--- src/shared/ctp_pkg.sv ---
// constants and types shared by the complementary three-phase pwm generator
package ctp_pkg;
	// register indices on the register access port
	localparam logic [3:0] IDX_UPPER_LIMIT_COMPARE = 4'h0;
	localparam logic [3:0] IDX_PHASE1_DUTY_COMPARE = 4'h1;
	localparam logic [3:0] IDX_UPPER_LIMIT_BUFFER = 4'h2;
	localparam logic [3:0] IDX_PHASE1_DUTY_BUFFER = 4'h3;
	localparam logic [3:0] IDX_PHASE2_DUTY_COMPARE = 4'h4;
	localparam logic [3:0] IDX_PHASE3_DUTY_COMPARE = 4'h5;
	localparam logic [3:0] IDX_PHASE2_DUTY_BUFFER = 4'h6;
	localparam logic [3:0] IDX_PHASE3_DUTY_BUFFER = 4'h7;
	localparam logic [3:0] IDX_UPPER_COUNTER = 4'h8;
	localparam logic [3:0] IDX_LOWER_COUNTER = 4'h9;
	localparam logic [3:0] IDX_DEAD_TIME_VALUE = 4'ha;
	localparam logic [3:0] IDX_HALF_CYCLE_VALUE = 4'hb;
	localparam logic [3:0] IDX_HALF_CYCLE_BUFFER = 4'hc;

	// reset values and the lower counter turning point
	localparam logic [15:0] RST_REG = 16'hffff;
	localparam logic [15:0] RST_COUNT = 16'h0000;
	localparam logic [15:0] LOWER_TURN = 16'h0000;
	localparam logic SYNC_TOGGLE_INIT = 1'b1;

	// counter clock selections
	localparam logic [2:0] CLK_DIV1 = 3'h0;
	localparam logic [2:0] CLK_DIV4 = 3'h1;
	localparam logic [2:0] CLK_DIV16 = 3'h2;
	localparam logic [2:0] CLK_DIV64 = 3'h3;
	localparam logic [2:0] CLK_DIV256 = 3'h4;
	localparam logic [2:0] CLK_DIV1024 = 3'h5;
	localparam logic [2:0] CLK_EXT0 = 3'h6;
	localparam logic [2:0] CLK_EXT1 = 3'h7;

	// sequencer states, gray coded along idle, load, run
	typedef enum logic [1:0] {
		ST_IDLE = 2'b00,
		ST_LOAD = 2'b01,
		ST_RUN = 2'b11
	} ctp_state_t;
endpackage

--- src/verilog/ctp_pwm.sv ---
// complementary three-phase pwm generator with dead time and carrier sync toggle
`timescale 1ns/100ps
module ctp_pwm (
	// clock and reset
	input wire logic mclk,
	input wire logic rst,
	// register access port
	input wire logic reg_wr,
	input wire logic reg_rd,
	input wire logic [3:0] reg_addr,
	input wire logic [15:0] reg_wdata,
	output logic [15:0] reg_rdata,
	// control
	input wire logic run_en,
	input wire logic dead_time_en,
	input wire logic positive_level_select,
	input wire logic negative_level_select,
	input wire logic carrier_sync_en,
	input wire logic [2:0] clock_select,
	input wire logic [2:0] event_skip,
	// external clock pins
	input wire logic [1:0] external_clock_in,
	// events
	output logic crest_event,
	output logic trough_event,
	output logic crest_adc_trigger,
	output logic trough_adc_trigger,
	output logic running,
	// pwm pins
	output logic carrier_sync_toggle_out,
	output logic phase1_positive_out,
	output logic phase1_inverse_out,
	output logic phase2_positive_out,
	output logic phase2_inverse_out,
	output logic phase3_positive_out,
	output logic phase3_inverse_out
);
	// prescaler tick for a divider selection
	function automatic logic div_tick(input logic [9:0] pre, input logic [2:0] sel);
		case (sel)
			ctp_pkg::CLK_DIV1: div_tick = 1'b1;
			ctp_pkg::CLK_DIV4: div_tick = &pre[1:0];
			ctp_pkg::CLK_DIV16: div_tick = &pre[3:0];
			ctp_pkg::CLK_DIV64: div_tick = &pre[5:0];
			ctp_pkg::CLK_DIV256: div_tick = &pre[7:0];
			ctp_pkg::CLK_DIV1024: div_tick = &pre[9:0];
			default: div_tick = 1'b0;
		endcase
	endfunction

	// on decision for one pair: bit1 positive, bit0 inverse
	function automatic logic [1:0] pair_on(input logic [15:0] duty, input logic [15:0] lower,
			input logic [15:0] upper, input logic [15:0] limit, input logic gap);
		logic p;
		logic n;
		p = 1'b0;
		n = 1'b0;
		if (duty == 16'h0000) begin
			p = 1'b1;
			n = 1'b0;
		end else if (duty >= limit) begin
			p = 1'b0;
			n = 1'b1;
		end else if (gap) begin
			// positive waits for the lower counter, inverse for the upper one; the two
			// counters sit one dead time apart, so both lines are off while duty lies between
			p = (lower > duty);
			n = (upper < duty);
		end else begin
			p = (lower >= duty);
			n = ~p;
		end
		pair_on = {p, n};
	endfunction

	// state
	ctp_pkg::ctp_state_t state_ff, nxt_state;
	logic [9:0] pre_ff, nxt_pre;                 // prescaler
	logic [1:0] ext_s1_ff;                       // external clock first sync stage
	logic [1:0] ext_s2_ff;                       // second sync stage
	logic [1:0] ext_s3_ff;                       // edge history
	logic [15:0] upper_limit_compare_ff, nxt_upper_limit_compare;
	logic [15:0] upper_limit_buffer_ff, nxt_upper_limit_buffer;
	logic [15:0] phase1_duty_compare_ff, nxt_phase1_duty_compare;
	logic [15:0] phase2_duty_compare_ff, nxt_phase2_duty_compare;
	logic [15:0] phase3_duty_compare_ff, nxt_phase3_duty_compare;
	logic [15:0] phase1_duty_buffer_ff, nxt_phase1_duty_buffer;
	logic [15:0] phase2_duty_buffer_ff, nxt_phase2_duty_buffer;
	logic [15:0] phase3_duty_buffer_ff, nxt_phase3_duty_buffer;
	logic [15:0] duty_transfer_temp_ff [3];      // hidden from the register port
	logic [15:0] nxt_duty_transfer_temp [3];
	logic [15:0] upper_counter_ff, nxt_upper_counter;
	logic [15:0] lower_counter_ff, nxt_lower_counter;
	logic upper_down_ff, nxt_upper_down;         // first counter direction
	logic lower_down_ff, nxt_lower_down;         // second counter direction
	logic [15:0] dead_time_value_ff, nxt_dead_time_value;
	logic [15:0] half_cycle_value_ff, nxt_half_cycle_value;
	logic [15:0] half_cycle_buffer_ff, nxt_half_cycle_buffer;
	logic [2:0] crest_skip_ff, nxt_crest_skip;
	logic [2:0] trough_skip_ff, nxt_trough_skip;
	logic crest_event_ff, nxt_crest_event;
	logic trough_event_ff, nxt_trough_event;
	logic sync_ff, nxt_sync;
	logic [5:0] pwm_ff, nxt_pwm;                 // p1 n1 p2 n2 p3 n3
	logic [15:0] rdata_ff, nxt_rdata;
	logic tick;                                  // counter clock enable
	logic ext_rise0;
	logic ext_rise1;
	logic crest;
	logic trough;
	logic run_now;
	logic [1:0] on1;
	logic [1:0] on2;
	logic [1:0] on3;

	// external clock edges, read only from the second sync stage onward
	assign ext_rise0 = ext_s2_ff[0] & ~ext_s3_ff[0];
	assign ext_rise1 = ext_s2_ff[1] & ~ext_s3_ff[1];

	// counter clock source mux
	always_comb begin
		case (clock_select)
			ctp_pkg::CLK_EXT0: tick = ext_rise0;
			ctp_pkg::CLK_EXT1: tick = ext_rise1;
			default: tick = div_tick(pre_ff, clock_select);
		endcase
	end

	assign run_now = (state_ff == ctp_pkg::ST_RUN);
	// turning points; both counters share one clock so they turn together
	assign crest = run_now & tick & ~upper_down_ff & (upper_counter_ff == upper_limit_compare_ff);
	assign trough = run_now & tick & lower_down_ff & (lower_counter_ff == ctp_pkg::LOWER_TURN);

	// per-pair on decisions
	assign on1 = pair_on(phase1_duty_compare_ff, lower_counter_ff, upper_counter_ff,
		upper_limit_compare_ff, dead_time_en);
	assign on2 = pair_on(phase2_duty_compare_ff, lower_counter_ff, upper_counter_ff,
		upper_limit_compare_ff, dead_time_en);
	assign on3 = pair_on(phase3_duty_compare_ff, lower_counter_ff, upper_counter_ff,
		upper_limit_compare_ff, dead_time_en);

	// next-state logic for sequencer, registers, counters and outputs
	always_comb begin
		nxt_state = state_ff;
		nxt_pre = pre_ff + 10'h001;
		nxt_upper_limit_compare = upper_limit_compare_ff;
		nxt_upper_limit_buffer = upper_limit_buffer_ff;
		nxt_phase1_duty_compare = phase1_duty_compare_ff;
		nxt_phase2_duty_compare = phase2_duty_compare_ff;
		nxt_phase3_duty_compare = phase3_duty_compare_ff;
		nxt_phase1_duty_buffer = phase1_duty_buffer_ff;
		nxt_phase2_duty_buffer = phase2_duty_buffer_ff;
		nxt_phase3_duty_buffer = phase3_duty_buffer_ff;
		nxt_duty_transfer_temp = duty_transfer_temp_ff;
		nxt_upper_counter = upper_counter_ff;
		nxt_lower_counter = lower_counter_ff;
		nxt_upper_down = upper_down_ff;
		nxt_lower_down = lower_down_ff;
		nxt_dead_time_value = dead_time_value_ff;
		nxt_half_cycle_value = half_cycle_value_ff;
		nxt_half_cycle_buffer = half_cycle_buffer_ff;
		nxt_crest_skip = crest_skip_ff;
		nxt_trough_skip = trough_skip_ff;
		nxt_crest_event = 1'b0;
		nxt_trough_event = 1'b0;
		nxt_sync = sync_ff;
		nxt_rdata = rdata_ff;

		// register writes; compares and counters are direct only while stopped
		if (reg_wr) begin
			case (reg_addr)
				ctp_pkg::IDX_UPPER_LIMIT_COMPARE:
					if (!run_now) nxt_upper_limit_compare = reg_wdata;
				ctp_pkg::IDX_PHASE1_DUTY_COMPARE:
					if (!run_now) nxt_phase1_duty_compare = reg_wdata;
				ctp_pkg::IDX_PHASE2_DUTY_COMPARE:
					if (!run_now) nxt_phase2_duty_compare = reg_wdata;
				ctp_pkg::IDX_PHASE3_DUTY_COMPARE:
					if (!run_now) nxt_phase3_duty_compare = reg_wdata;
				ctp_pkg::IDX_UPPER_LIMIT_BUFFER: nxt_upper_limit_buffer = reg_wdata;
				ctp_pkg::IDX_PHASE1_DUTY_BUFFER: nxt_phase1_duty_buffer = reg_wdata;
				ctp_pkg::IDX_PHASE2_DUTY_BUFFER: nxt_phase2_duty_buffer = reg_wdata;
				ctp_pkg::IDX_PHASE3_DUTY_BUFFER: begin
					// phase three is written last, so it commits all three to the temps
					nxt_phase3_duty_buffer = reg_wdata;
					nxt_duty_transfer_temp[0] = phase1_duty_buffer_ff;
					nxt_duty_transfer_temp[1] = phase2_duty_buffer_ff;
					nxt_duty_transfer_temp[2] = reg_wdata;
				end
				ctp_pkg::IDX_UPPER_COUNTER:
					if (state_ff == ctp_pkg::ST_IDLE) nxt_upper_counter = reg_wdata;
				ctp_pkg::IDX_LOWER_COUNTER:
					if (state_ff == ctp_pkg::ST_IDLE) nxt_lower_counter = reg_wdata;
				ctp_pkg::IDX_DEAD_TIME_VALUE: nxt_dead_time_value = reg_wdata;
				ctp_pkg::IDX_HALF_CYCLE_VALUE:
					if (!run_now) nxt_half_cycle_value = reg_wdata;
				ctp_pkg::IDX_HALF_CYCLE_BUFFER: nxt_half_cycle_buffer = reg_wdata;
				default: ;
			endcase
		end

		// register reads; unmapped indices and the temporaries read zero
		if (reg_rd) begin
			case (reg_addr)
				ctp_pkg::IDX_UPPER_LIMIT_COMPARE: nxt_rdata = upper_limit_compare_ff;
				ctp_pkg::IDX_PHASE1_DUTY_COMPARE: nxt_rdata = phase1_duty_compare_ff;
				ctp_pkg::IDX_UPPER_LIMIT_BUFFER: nxt_rdata = upper_limit_buffer_ff;
				ctp_pkg::IDX_PHASE1_DUTY_BUFFER: nxt_rdata = phase1_duty_buffer_ff;
				ctp_pkg::IDX_PHASE2_DUTY_COMPARE: nxt_rdata = phase2_duty_compare_ff;
				ctp_pkg::IDX_PHASE3_DUTY_COMPARE: nxt_rdata = phase3_duty_compare_ff;
				ctp_pkg::IDX_PHASE2_DUTY_BUFFER: nxt_rdata = phase2_duty_buffer_ff;
				ctp_pkg::IDX_PHASE3_DUTY_BUFFER: nxt_rdata = phase3_duty_buffer_ff;
				ctp_pkg::IDX_UPPER_COUNTER: nxt_rdata = upper_counter_ff;
				ctp_pkg::IDX_LOWER_COUNTER: nxt_rdata = lower_counter_ff;
				ctp_pkg::IDX_DEAD_TIME_VALUE: nxt_rdata = dead_time_value_ff;
				ctp_pkg::IDX_HALF_CYCLE_VALUE: nxt_rdata = half_cycle_value_ff;
				ctp_pkg::IDX_HALF_CYCLE_BUFFER: nxt_rdata = half_cycle_buffer_ff;
				default: nxt_rdata = 16'h0000;
			endcase
		end

		// sequencer
		case (state_ff)
			ctp_pkg::ST_IDLE: if (run_en) nxt_state = ctp_pkg::ST_LOAD;
			ctp_pkg::ST_LOAD: begin
				// preload both counters so they start in step on the same edge
				nxt_upper_counter = dead_time_value_ff;
				nxt_lower_counter = ctp_pkg::LOWER_TURN;
				nxt_upper_down = 1'b0;
				nxt_lower_down = 1'b0;
				nxt_sync = ctp_pkg::SYNC_TOGGLE_INIT;
				nxt_crest_skip = 3'h0;
				nxt_trough_skip = 3'h0;
				nxt_state = run_en ? ctp_pkg::ST_RUN : ctp_pkg::ST_IDLE;
			end
			ctp_pkg::ST_RUN: begin
				if (!run_en) nxt_state = ctp_pkg::ST_IDLE;
				if (tick) begin
					// first counter turns at the upper limit and at the dead time
					nxt_upper_down = upper_down_ff ? (upper_counter_ff != dead_time_value_ff)
						: (upper_counter_ff == upper_limit_compare_ff);
					nxt_upper_counter = nxt_upper_down ? upper_counter_ff - 16'h0001
						: upper_counter_ff + 16'h0001;
					// second counter turns at the half cycle and at zero
					nxt_lower_down = lower_down_ff ? (lower_counter_ff != ctp_pkg::LOWER_TURN)
						: (lower_counter_ff == half_cycle_value_ff);
					nxt_lower_counter = nxt_lower_down ? lower_counter_ff - 16'h0001
						: lower_counter_ff + 16'h0001;
				end
				// buffered transfers happen only at the turning points, never mid-slope
				if (crest || trough) begin
					nxt_upper_limit_compare = upper_limit_buffer_ff;
					nxt_half_cycle_value = half_cycle_buffer_ff;
					nxt_phase1_duty_compare = duty_transfer_temp_ff[0];
					nxt_phase2_duty_compare = duty_transfer_temp_ff[1];
					nxt_phase3_duty_compare = duty_transfer_temp_ff[2];
					if (carrier_sync_en) nxt_sync = ~sync_ff;
				end
				// skip counters pass one event in every event_skip+1
				if (crest) begin
					nxt_crest_event = (crest_skip_ff >= event_skip);
					nxt_crest_skip = nxt_crest_event ? 3'h0 : crest_skip_ff + 3'h1;
				end
				if (trough) begin
					nxt_trough_event = (trough_skip_ff >= event_skip);
					nxt_trough_skip = nxt_trough_event ? 3'h0 : trough_skip_ff + 3'h1;
				end
			end
			default: nxt_state = ctp_pkg::ST_IDLE;
		endcase

		// pin levels: on drives the select level, off its opposite
		if (run_now) begin
			nxt_pwm[5] = on1[1] ? positive_level_select : ~positive_level_select;
			nxt_pwm[4] = on1[0] ? negative_level_select : ~negative_level_select;
			nxt_pwm[3] = on2[1] ? positive_level_select : ~positive_level_select;
			nxt_pwm[2] = on2[0] ? negative_level_select : ~negative_level_select;
			nxt_pwm[1] = on3[1] ? positive_level_select : ~positive_level_select;
			nxt_pwm[0] = on3[0] ? negative_level_select : ~negative_level_select;
		end else begin
			// stopped: every line off, so no pair can short
			nxt_pwm = {~positive_level_select, ~negative_level_select,
				~positive_level_select, ~negative_level_select,
				~positive_level_select, ~negative_level_select};
		end
	end

	// register all state; reset loads constants only
	always_ff @(posedge mclk or posedge rst) begin
		if (rst) begin
			state_ff <= ctp_pkg::ST_IDLE;
			pre_ff <= 10'h000;
			ext_s1_ff <= 2'h0;
			ext_s2_ff <= 2'h0;
			ext_s3_ff <= 2'h0;
			upper_limit_compare_ff <= ctp_pkg::RST_REG;
			upper_limit_buffer_ff <= ctp_pkg::RST_REG;
			phase1_duty_compare_ff <= ctp_pkg::RST_REG;
			phase2_duty_compare_ff <= ctp_pkg::RST_REG;
			phase3_duty_compare_ff <= ctp_pkg::RST_REG;
			phase1_duty_buffer_ff <= ctp_pkg::RST_REG;
			phase2_duty_buffer_ff <= ctp_pkg::RST_REG;
			phase3_duty_buffer_ff <= ctp_pkg::RST_REG;
			duty_transfer_temp_ff[0] <= ctp_pkg::RST_REG;
			duty_transfer_temp_ff[1] <= ctp_pkg::RST_REG;
			duty_transfer_temp_ff[2] <= ctp_pkg::RST_REG;
			upper_counter_ff <= ctp_pkg::RST_COUNT;
			lower_counter_ff <= ctp_pkg::RST_COUNT;
			upper_down_ff <= 1'b0;
			lower_down_ff <= 1'b0;
			dead_time_value_ff <= ctp_pkg::RST_REG;
			half_cycle_value_ff <= ctp_pkg::RST_REG;
			half_cycle_buffer_ff <= ctp_pkg::RST_REG;
			crest_skip_ff <= 3'h0;
			trough_skip_ff <= 3'h0;
			crest_event_ff <= 1'b0;
			trough_event_ff <= 1'b0;
			sync_ff <= ctp_pkg::SYNC_TOGGLE_INIT;
			pwm_ff <= 6'h3f;
			rdata_ff <= 16'h0000;
		end else begin
			state_ff <= nxt_state;
			pre_ff <= nxt_pre;
			ext_s1_ff <= external_clock_in;
			ext_s2_ff <= ext_s1_ff;
			ext_s3_ff <= ext_s2_ff;
			upper_limit_compare_ff <= nxt_upper_limit_compare;
			upper_limit_buffer_ff <= nxt_upper_limit_buffer;
			phase1_duty_compare_ff <= nxt_phase1_duty_compare;
			phase2_duty_compare_ff <= nxt_phase2_duty_compare;
			phase3_duty_compare_ff <= nxt_phase3_duty_compare;
			phase1_duty_buffer_ff <= nxt_phase1_duty_buffer;
			phase2_duty_buffer_ff <= nxt_phase2_duty_buffer;
			phase3_duty_buffer_ff <= nxt_phase3_duty_buffer;
			duty_transfer_temp_ff <= nxt_duty_transfer_temp;
			upper_counter_ff <= nxt_upper_counter;
			lower_counter_ff <= nxt_lower_counter;
			upper_down_ff <= nxt_upper_down;
			lower_down_ff <= nxt_lower_down;
			dead_time_value_ff <= nxt_dead_time_value;
			half_cycle_value_ff <= nxt_half_cycle_value;
			half_cycle_buffer_ff <= nxt_half_cycle_buffer;
			crest_skip_ff <= nxt_crest_skip;
			trough_skip_ff <= nxt_trough_skip;
			crest_event_ff <= nxt_crest_event;
			trough_event_ff <= nxt_trough_event;
			sync_ff <= nxt_sync;
			pwm_ff <= nxt_pwm;
			rdata_ff <= nxt_rdata;
		end
	end

	// outputs straight from flip-flops, except running, decoded from state_ff
	assign reg_rdata = rdata_ff;
	assign crest_event = crest_event_ff;
	assign trough_event = trough_event_ff;
	assign crest_adc_trigger = crest_event_ff;
	assign trough_adc_trigger = trough_event_ff;
	assign running = run_now;
	assign carrier_sync_toggle_out = sync_ff;
	assign phase1_positive_out = pwm_ff[5];
	assign phase1_inverse_out = pwm_ff[4];
	assign phase2_positive_out = pwm_ff[3];
	assign phase2_inverse_out = pwm_ff[2];
	assign phase3_positive_out = pwm_ff[1];
	assign phase3_inverse_out = pwm_ff[0];
endmodule // ctp_pwm

--- config.mk ---
export PLATFORM = sky130hd
export DESIGN_NAME = ctp_pwm
export DESIGN_NICKNAME = d
export VERILOG_FILES = /design/src/shared/ctp_pkg.sv /design/src/verilog/ctp_pwm.sv
export SDC_FILE = /design/constraint.sdc
export NUM_CORES = 1
export LEC_CHECK = 0
export BUFFER_PORTS_ARGS = -buffer_cell sky130_fd_sc_hd__buf_2
export CAP_MARGIN = 25
export CORE_ASPECT_RATIO = 1.75
export CORE_MARGIN = 4
export CORE_UTILIZATION = 44
export DETAILED_ROUTE_END_ITERATION = 10
export GPL_ROUTABILITY_DRIVEN = 0
export HOLD_SLACK_MARGIN = 0.03
export PLACE_DENSITY = 0.61
export SLEW_MARGIN = 20
export SYNTH_ARGS = -nofsm -noshare
export SYNTH_HDL_FRONTEND = slang
export SYNTH_SLANG_ARGS = --single-unit
--- constraint.sdc ---
create_clock -name mclk -period 28 [get_ports mclk]
set_input_delay 5.6 -clock mclk [delete_from_list [all_inputs] [get_ports mclk]]
set_output_delay 5.6 -clock mclk [all_outputs]
set_load 0.01 [all_outputs]
**After elaboration in Yosys (flattened, before gate mapping)**

Index checks and enable logic that the tools add are counted.

- Add/sub/neg operators: 7
- Multiply operators: 0
- Divide/modulo/power cells: 0
- Order comparisons: 14
- Equal/unequal tests: 31
- Shift-type cells: 0
- Muxes and demuxes: 88
- Bitwise gates (word level): 16
- Reduce and logical (&&, ||, !) cells: 26

Operators by type and width:

| operator | number |
|---|---|
| two-way mux 16 bit | 35 |
| one-hot mux 16 bit (13 select lines) | 1 |
| greater-or-equal comparator 16 bit | 6 |
| zero test 16 bit | 4 |
| one-hot mux 16 bit (2 select lines) | 2 |
| greater-than comparator 16 bit | 3 |
| < comparator 16 bit | 3 |
| two-way mux 1 bit | 34 |
| adder 16 x 1 -> 16 bit (second input constant) | 2 |
| equality test 16 bit | 2 |
| subtractor 16 x 1 -> 16 bit (second input constant) | 2 |
| AND reduction 2 bit | 11 |
| equality test 4 bit (second input constant) | 5 |
| equality test 4 x 3 -> 1 bit (second input constant) | 4 |
| inequality test 16 bit | 1 |
| nonzero test 16 bit | 1 |
| equality test 3 bit (second input constant) | 4 |
| two-way mux 3 bit | 4 |
| inequality test 2 bit (second input constant) | 6 |
| one-hot mux 3 bit (2 select lines) | 2 |
| adder 10 x 1 -> 10 bit (second input constant) | 1 |
| AND reduction 10 bit | 1 |
| inverter 1 bit | 9 |
| equality test 4 x 2 -> 1 bit (second input constant) | 2 |
| 23 further kinds | 37 |

- Bits in registers: 291
- Latch bits: 0
- RAM bits: 0
- Memory bits (read-only): 0
- Bits of input ports: 37
- Logic and storage cells: 211
- Memories kept: 0

**Longest topological paths before layout**

- Depth after elaboration: 9
- Gate-level depth with buffers: 15
- Depth with buffers taken out: 14

**Worst setup path before layout**

Ideal clock, no wire load.

- Path kind: input -> register
- From: input port reg_addr[2]
- To: register upper_counter_ff[13]
- Library setup time: 0.139 ns
- Arrival time: 7.098 ns
- Required time: 27.861 ns
- Path slack: 20.764 ns
- Cell stages on the path: 10
- Path buffers: 3
- Cells stage by stage: buf_2 > nand2b_1 > clkbuf_1 > nor3_4 > nand2_2 > buf_4 > mux2i_1 > nor2_1 > a31oi_1 > o221ai_1

- Cells in the longest elaborated chain, start to end: 5

Ends and longest elaborated chain:

| what | RTL line | text |
|---|---|---|
| from (decl) | ctp_pwm.sv:10 | `input wire logic [3:0] reg_addr,` |
| equality test 4 bit (*) | ctp_pwm.sv:171 | `case (reg_addr)` |
| two-way mux 16 bit (*) | ctp_pwm.sv:171 |  |
| two-way mux 16 bit (*) | ctp_pwm.sv:170 | `if (reg_wr) begin` |
| two-way mux 16 bit | ctp_pwm.sv:238 | `if (tick) begin` |
| one-hot mux 16 bit (2 select lines) (*) | ctp_pwm.sv:223 | `case (state_ff)` |
| via nxt_upper_counter[13] | ctp_pwm.sv:92 | `logic [15:0] upper_counter_ff, nxt_upper_counter;` |
| to (signal assigned) | ctp_pwm.sv:307 | `upper_counter_ff <= ctp_pkg::RST_COUNT;` |
| to (signal assigned) | ctp_pwm.sv:336 | `upper_counter_ff <= nxt_upper_counter;` |
| to (decl) | ctp_pwm.sv:92 |  |

Mark *: on every way through the listed nets, which the timed path passes. The rest lies on a longest branch.
A chain may end at the register's enable or synchronous reset.

**Worst setup path in the final report**

- From: input port clock_select[0]
- To: register phase1_duty_compare_ff[11]

- Cells in the longest elaborated chain, start to end: 9
- Elaborated cells between the ends (all ways): 18
- Classes of those cells: 7 x eq/ne; 4 x mux; 5 x bitwise; 2 x reduce/logical

Ends and longest elaborated chain:

| what | RTL line | text |
|---|---|---|
| from (decl) | ctp_pwm.sv:19 | `input wire logic [2:0] clock_select,` |
| equality test 3 bit, or another cell as far along | ctp_pwm.sv:40 | `case (sel)` |
| one-hot mux 1 bit (6 select lines) | ctp_pwm.sv:40 |  |
| one-hot mux 1 bit (2 select lines) (*) | ctp_pwm.sv:122 | `case (clock_select)` |
| AND 1 bit (*) | ctp_pwm.sv:131, ctp_pwm.sv:132 |  |
| AND 1 bit, on equally long branches (2 in a row) | ctp_pwm.sv:131, ctp_pwm.sv:132 |  |
| logical OR 1 bit (*) | ctp_pwm.sv:251 | `if (crest \|\| trough) begin` |
| two-way mux 16 bit (*) | ctp_pwm.sv:251 |  |
| two-way mux 16 bit (*) | ctp_pwm.sv:223 |  |
| via nxt_phase1_duty_compare[11] | ctp_pwm.sv:84 | `logic [15:0] phase1_duty_compare_ff, nxt_phase1_duty_compare;` |
| to (signal assigned) | ctp_pwm.sv:298 | `phase1_duty_compare_ff <= ctp_pkg::RST_REG;` |
| to (signal assigned) | ctp_pwm.sv:329 | `phase1_duty_compare_ff <= nxt_phase1_duty_compare;` |
| to (decl) | ctp_pwm.sv:84 |  |

Marks and branches as above.

==> out/results.ini <==
[sta]
setup_total_negative_slack_ns = 0
max_slew_margin = 0.233
finalMaxSlewViolations = 0
post-route-min-period_ns = 8.18
fmax_mhz = 122
grt_setup_unrepaired = no
fin_skew_ns = 0.0215
finalSetupViolations = 0
min_period_over_period = 0.292
worst_pin_slew_ns = 1.15
final_hold_viol_count = 0

[critical_path]
crit_path_end_kind = register
worst_setup_path_startpoint = clock_select[0]
r2r_cells = 15
crit_arrival_ns = 8.64
highest_net_fanout_along_the_worst_path = 108
worst_r2r_startpoint = upper_counter_ff[14]$_DFF_PP0_
r2r_slack_ns = 23.12
endpoint = phase1_duty_compare_ff[11]$_DFF_PP1_
crit-reg2reg-capture = upper_counter_ff[15]$_DFF_PP0_
worstSetupPathType = primary input to register
startpoint_class_of_the_critical_path = primary input
critical_path_required_ns = 28.46

[synth]
synth.top_cells.by_area = sky130_fd_sc_hd__dfstp_2 30%, sky130_fd_sc_hd__ha_1 12%, sky130_fd_sc_hd__dfrtp_1 9.9%
syn-num-nets = 2074
flip_flop_and_latch_count_after_synthesis = 291
synth_largest_type_area_fraction = 0.296
mappedNetlistArea_sq_um = 19100
syn_avg_cell_area_sq_um = 10.3
syn-instance-count = 1854
yosysWarningCount = 0
synth.yosys.seq_area_share = 0.395
largest_area_contributor_in_the_synthesized_netlist = sky130_fd_sc_hd__dfstp_2
postSynth.topFlopCell = sky130_fd_sc_hd__dfstp_2
synth_edf_count = 0
postSynth.asyncResetShare = 1.00
post_synth_num_cell_types = 78

[clock_network]
ctsRootBufferMaster = sky130_fd_sc_hd__clkbuf_16
cts_buffers = 29
maximum_clock_insertion_buffer_count = 3
cts_tree = built
ctsHtreeMaxLevel = 1
cts-resized-gates = 0
clock_latency_ns = 0.59
clkSinkCount = 291
number_of_buffers_added_for_setup_after_cts = 0
cts_hold_buf = 0
cts_clock_pin_slew_for_the_worst_setup_and_hold_paths_ns = 0.06

[floorplan]
die-width_um = 166
die_y_um = 284
dieArea_sq_um = 47000
num_ports = 65
rows = 100
floorplan.core_area_sq_um = 42800
start_util = 0.447

[drt]
routed_via_density = 6.34
detail_route.wirelength_mm = 68.0
wl_per_cell_um = 27.3
first_iter_violations = 1573
remaining_drc_errors = 0
detail-route-antenna-nets = 0
drt_pass1_iterations = 7
vias = 15781

[run]
drv_cap = 0

[power_and_ir_drop]
leakage_power_uw = 0.00981
power.density_nw_per_um2 = 73.6
worst_vdd_ir_uv = 50.4

[place]
port_buffers = 64
place_hpwl_mm = 49.6

[final_layout]
mostFrequentLayoutCells = 215 x sky130_fd_sc_hd__dfstp_2, 181 x sky130_fd_sc_hd__ha_1, 136 x sky130_fd_sc_hd__mux2_2
most_common_library_cell_in_the_layout_ignoring_fill_and_taps = sky130_fd_sc_hd__dfstp_2
flow.area_growth_from_synthesis_pct = 10.5
layout.nets = 2120
max_flop_register = duty_transfer_temp_ff
layout_cells_sized_above_1 = 0.282
final_core_utilization = 0.494
max_reg_flops = 48

[global_route]
grt_start_max_net_pins = 171
grt_util_all_layers = 0.286
global_route_wire_length_before_repair_mm = 101
grt_overflow = 0
grt_antenna_before_repair = 5
via_count_of_the_first_global_routing_pass = 16424

[status]
status = complete, no violations

[worst_hold_path]
timing.hold.worst.class = register to register

-- logic make-up after synthesis --
logic type                 after synthesis  synth area share
AOI/OAI and AO/OA                      466             0.162
and+or+nand+nor                        385             0.101
DFF                                    291             0.395
muxes                                  250             0.140
buffers and inverters                  193            0.0422
adders and majority gates              183             0.121
xor gates and xnor gates                86            0.0394
-- worst min path at each step --
stage / from / cells after the start / to
3_3_place_gp: ext_s1_ff[1]$_DFF_PP0_ / 0 / ext_s2_ff[1]$_DFF_PP0_
6_report: ext_s1_ff[1]$_DFF_PP0_ / 0 / ext_s2_ff[1]$_DFF_PP0_
3_5_place_dp: ext_s1_ff[1]$_DFF_PP0_ / 0 / ext_s2_ff[1]$_DFF_PP0_
2_1_floorplan: ext_s1_ff[0]$_DFF_PP0_ / 0 / ext_s2_ff[0]$_DFF_PP0_
4_1_cts: ext_s1_ff[1]$_DFF_PP0_ / 0 / ext_s2_ff[1]$_DFF_PP0_
5_1_grt: ext_s1_ff[0]$_DFF_PP0_ / 0 / ext_s2_ff[0]$_DFF_PP0_
-- power breakdown --
group | internal, uW | switching (uW) | total (uW)
Combinational | 198 | 245 | 443
Sequential | 565 | 126 | 691
Clock | 245 | 178 | 423
Total | 1010 | 549 | 1560
-- synth_stat cells, types with 16 or more instances --
cell type,count
sky130_fd_sc_hd__dfstp_2,215
sky130_fd_sc_hd__ha_1,181
sky130_fd_sc_hd__mux2_2,136
sky130_fd_sc_hd__nand2_1,135
sky130_fd_sc_hd__mux2i_1,113
sky130_fd_sc_hd__o21ai_0,108
sky130_fd_sc_hd__inv_1,102
sky130_fd_sc_hd__a22oi_1,81
sky130_fd_sc_hd__dfrtp_1,76
sky130_fd_sc_hd__a21oi_1,65
sky130_fd_sc_hd__nand3_1,59
sky130_fd_sc_hd__xnor2_1,56
sky130_fd_sc_hd__a21o_1,55
sky130_fd_sc_hd__nor2_1,52
sky130_fd_sc_hd__clkbuf_1,51
sky130_fd_sc_hd__o22ai_1,42
sky130_fd_sc_hd__nand4_1,33
sky130_fd_sc_hd__xor2_1,30
sky130_fd_sc_hd__nor4_1,26
sky130_fd_sc_hd__buf_2,21
sky130_fd_sc_hd__nand2b_1,20
sky130_fd_sc_hd__o21ai_1,17
sky130_fd_sc_hd__a222oi_1,16
-- area by class of cell --
type / count / area, sq um
diodes: 5 / 12.5
clock buffers: 41 / 863
clock inverters: 13 / 168
fillers: 4019 / 21700
inverters: 103 / 394
multi-input cells: 1370 / 10800
flip-flops and latches: 291 / 7550
well taps: 561 / 702
repair buffers: 105 / 668
-- critical path, stage by stage --
cell and delay, ns:
sky130_fd_sc_hd__buf_2 0.13, sky130_fd_sc_hd__a211oi_1 0.21, sky130_fd_sc_hd__mux4_2 0.27, sky130_fd_sc_hd__buf_4 0.31, sky130_fd_sc_hd__nand2_2 0.32, sky130_fd_sc_hd__a21oi_4 0.57
sky130_fd_sc_hd__buf_4 0.83, sky130_fd_sc_hd__o21ai_0 0.24
-- per-layer routing --
layer	up-vias	global-route usage	share of wire
li1	6949	-	-
met1	7819	0.323	0.35
met2	720	0.485	0.49
met3	293	0.0429	0.066
met4	0	0.205	0.089
met5	-	0	0
-- per-stage QoR --
| stage | hold slack (ns) | worst slack [ns] | cell area, sq um | cells | power (uW) |
|---|---|---|---|---|---|
| 6_report | 0.347 | 19.82 | 21100 | 2489 | 1560 |
| 3_3_place_gp | 0.331 | 18.95 | 20000 | 2428 | 1110 |
| 5_1_grt | 0.365 | 19.66 | 21100 | 2488 | 1630 |
| 4_1_cts | 0.350 | 19.93 | 21100 | 2484 | 1550 |
| 2_1_floorplan | 0.331 | 14.72 | 19100 | 1854 | 939 |
| 3_5_place_dp | 0.336 | 19.33 | 20100 | 2430 | 1130 |
Note: power is estimated with default switching activity, not from simulation.
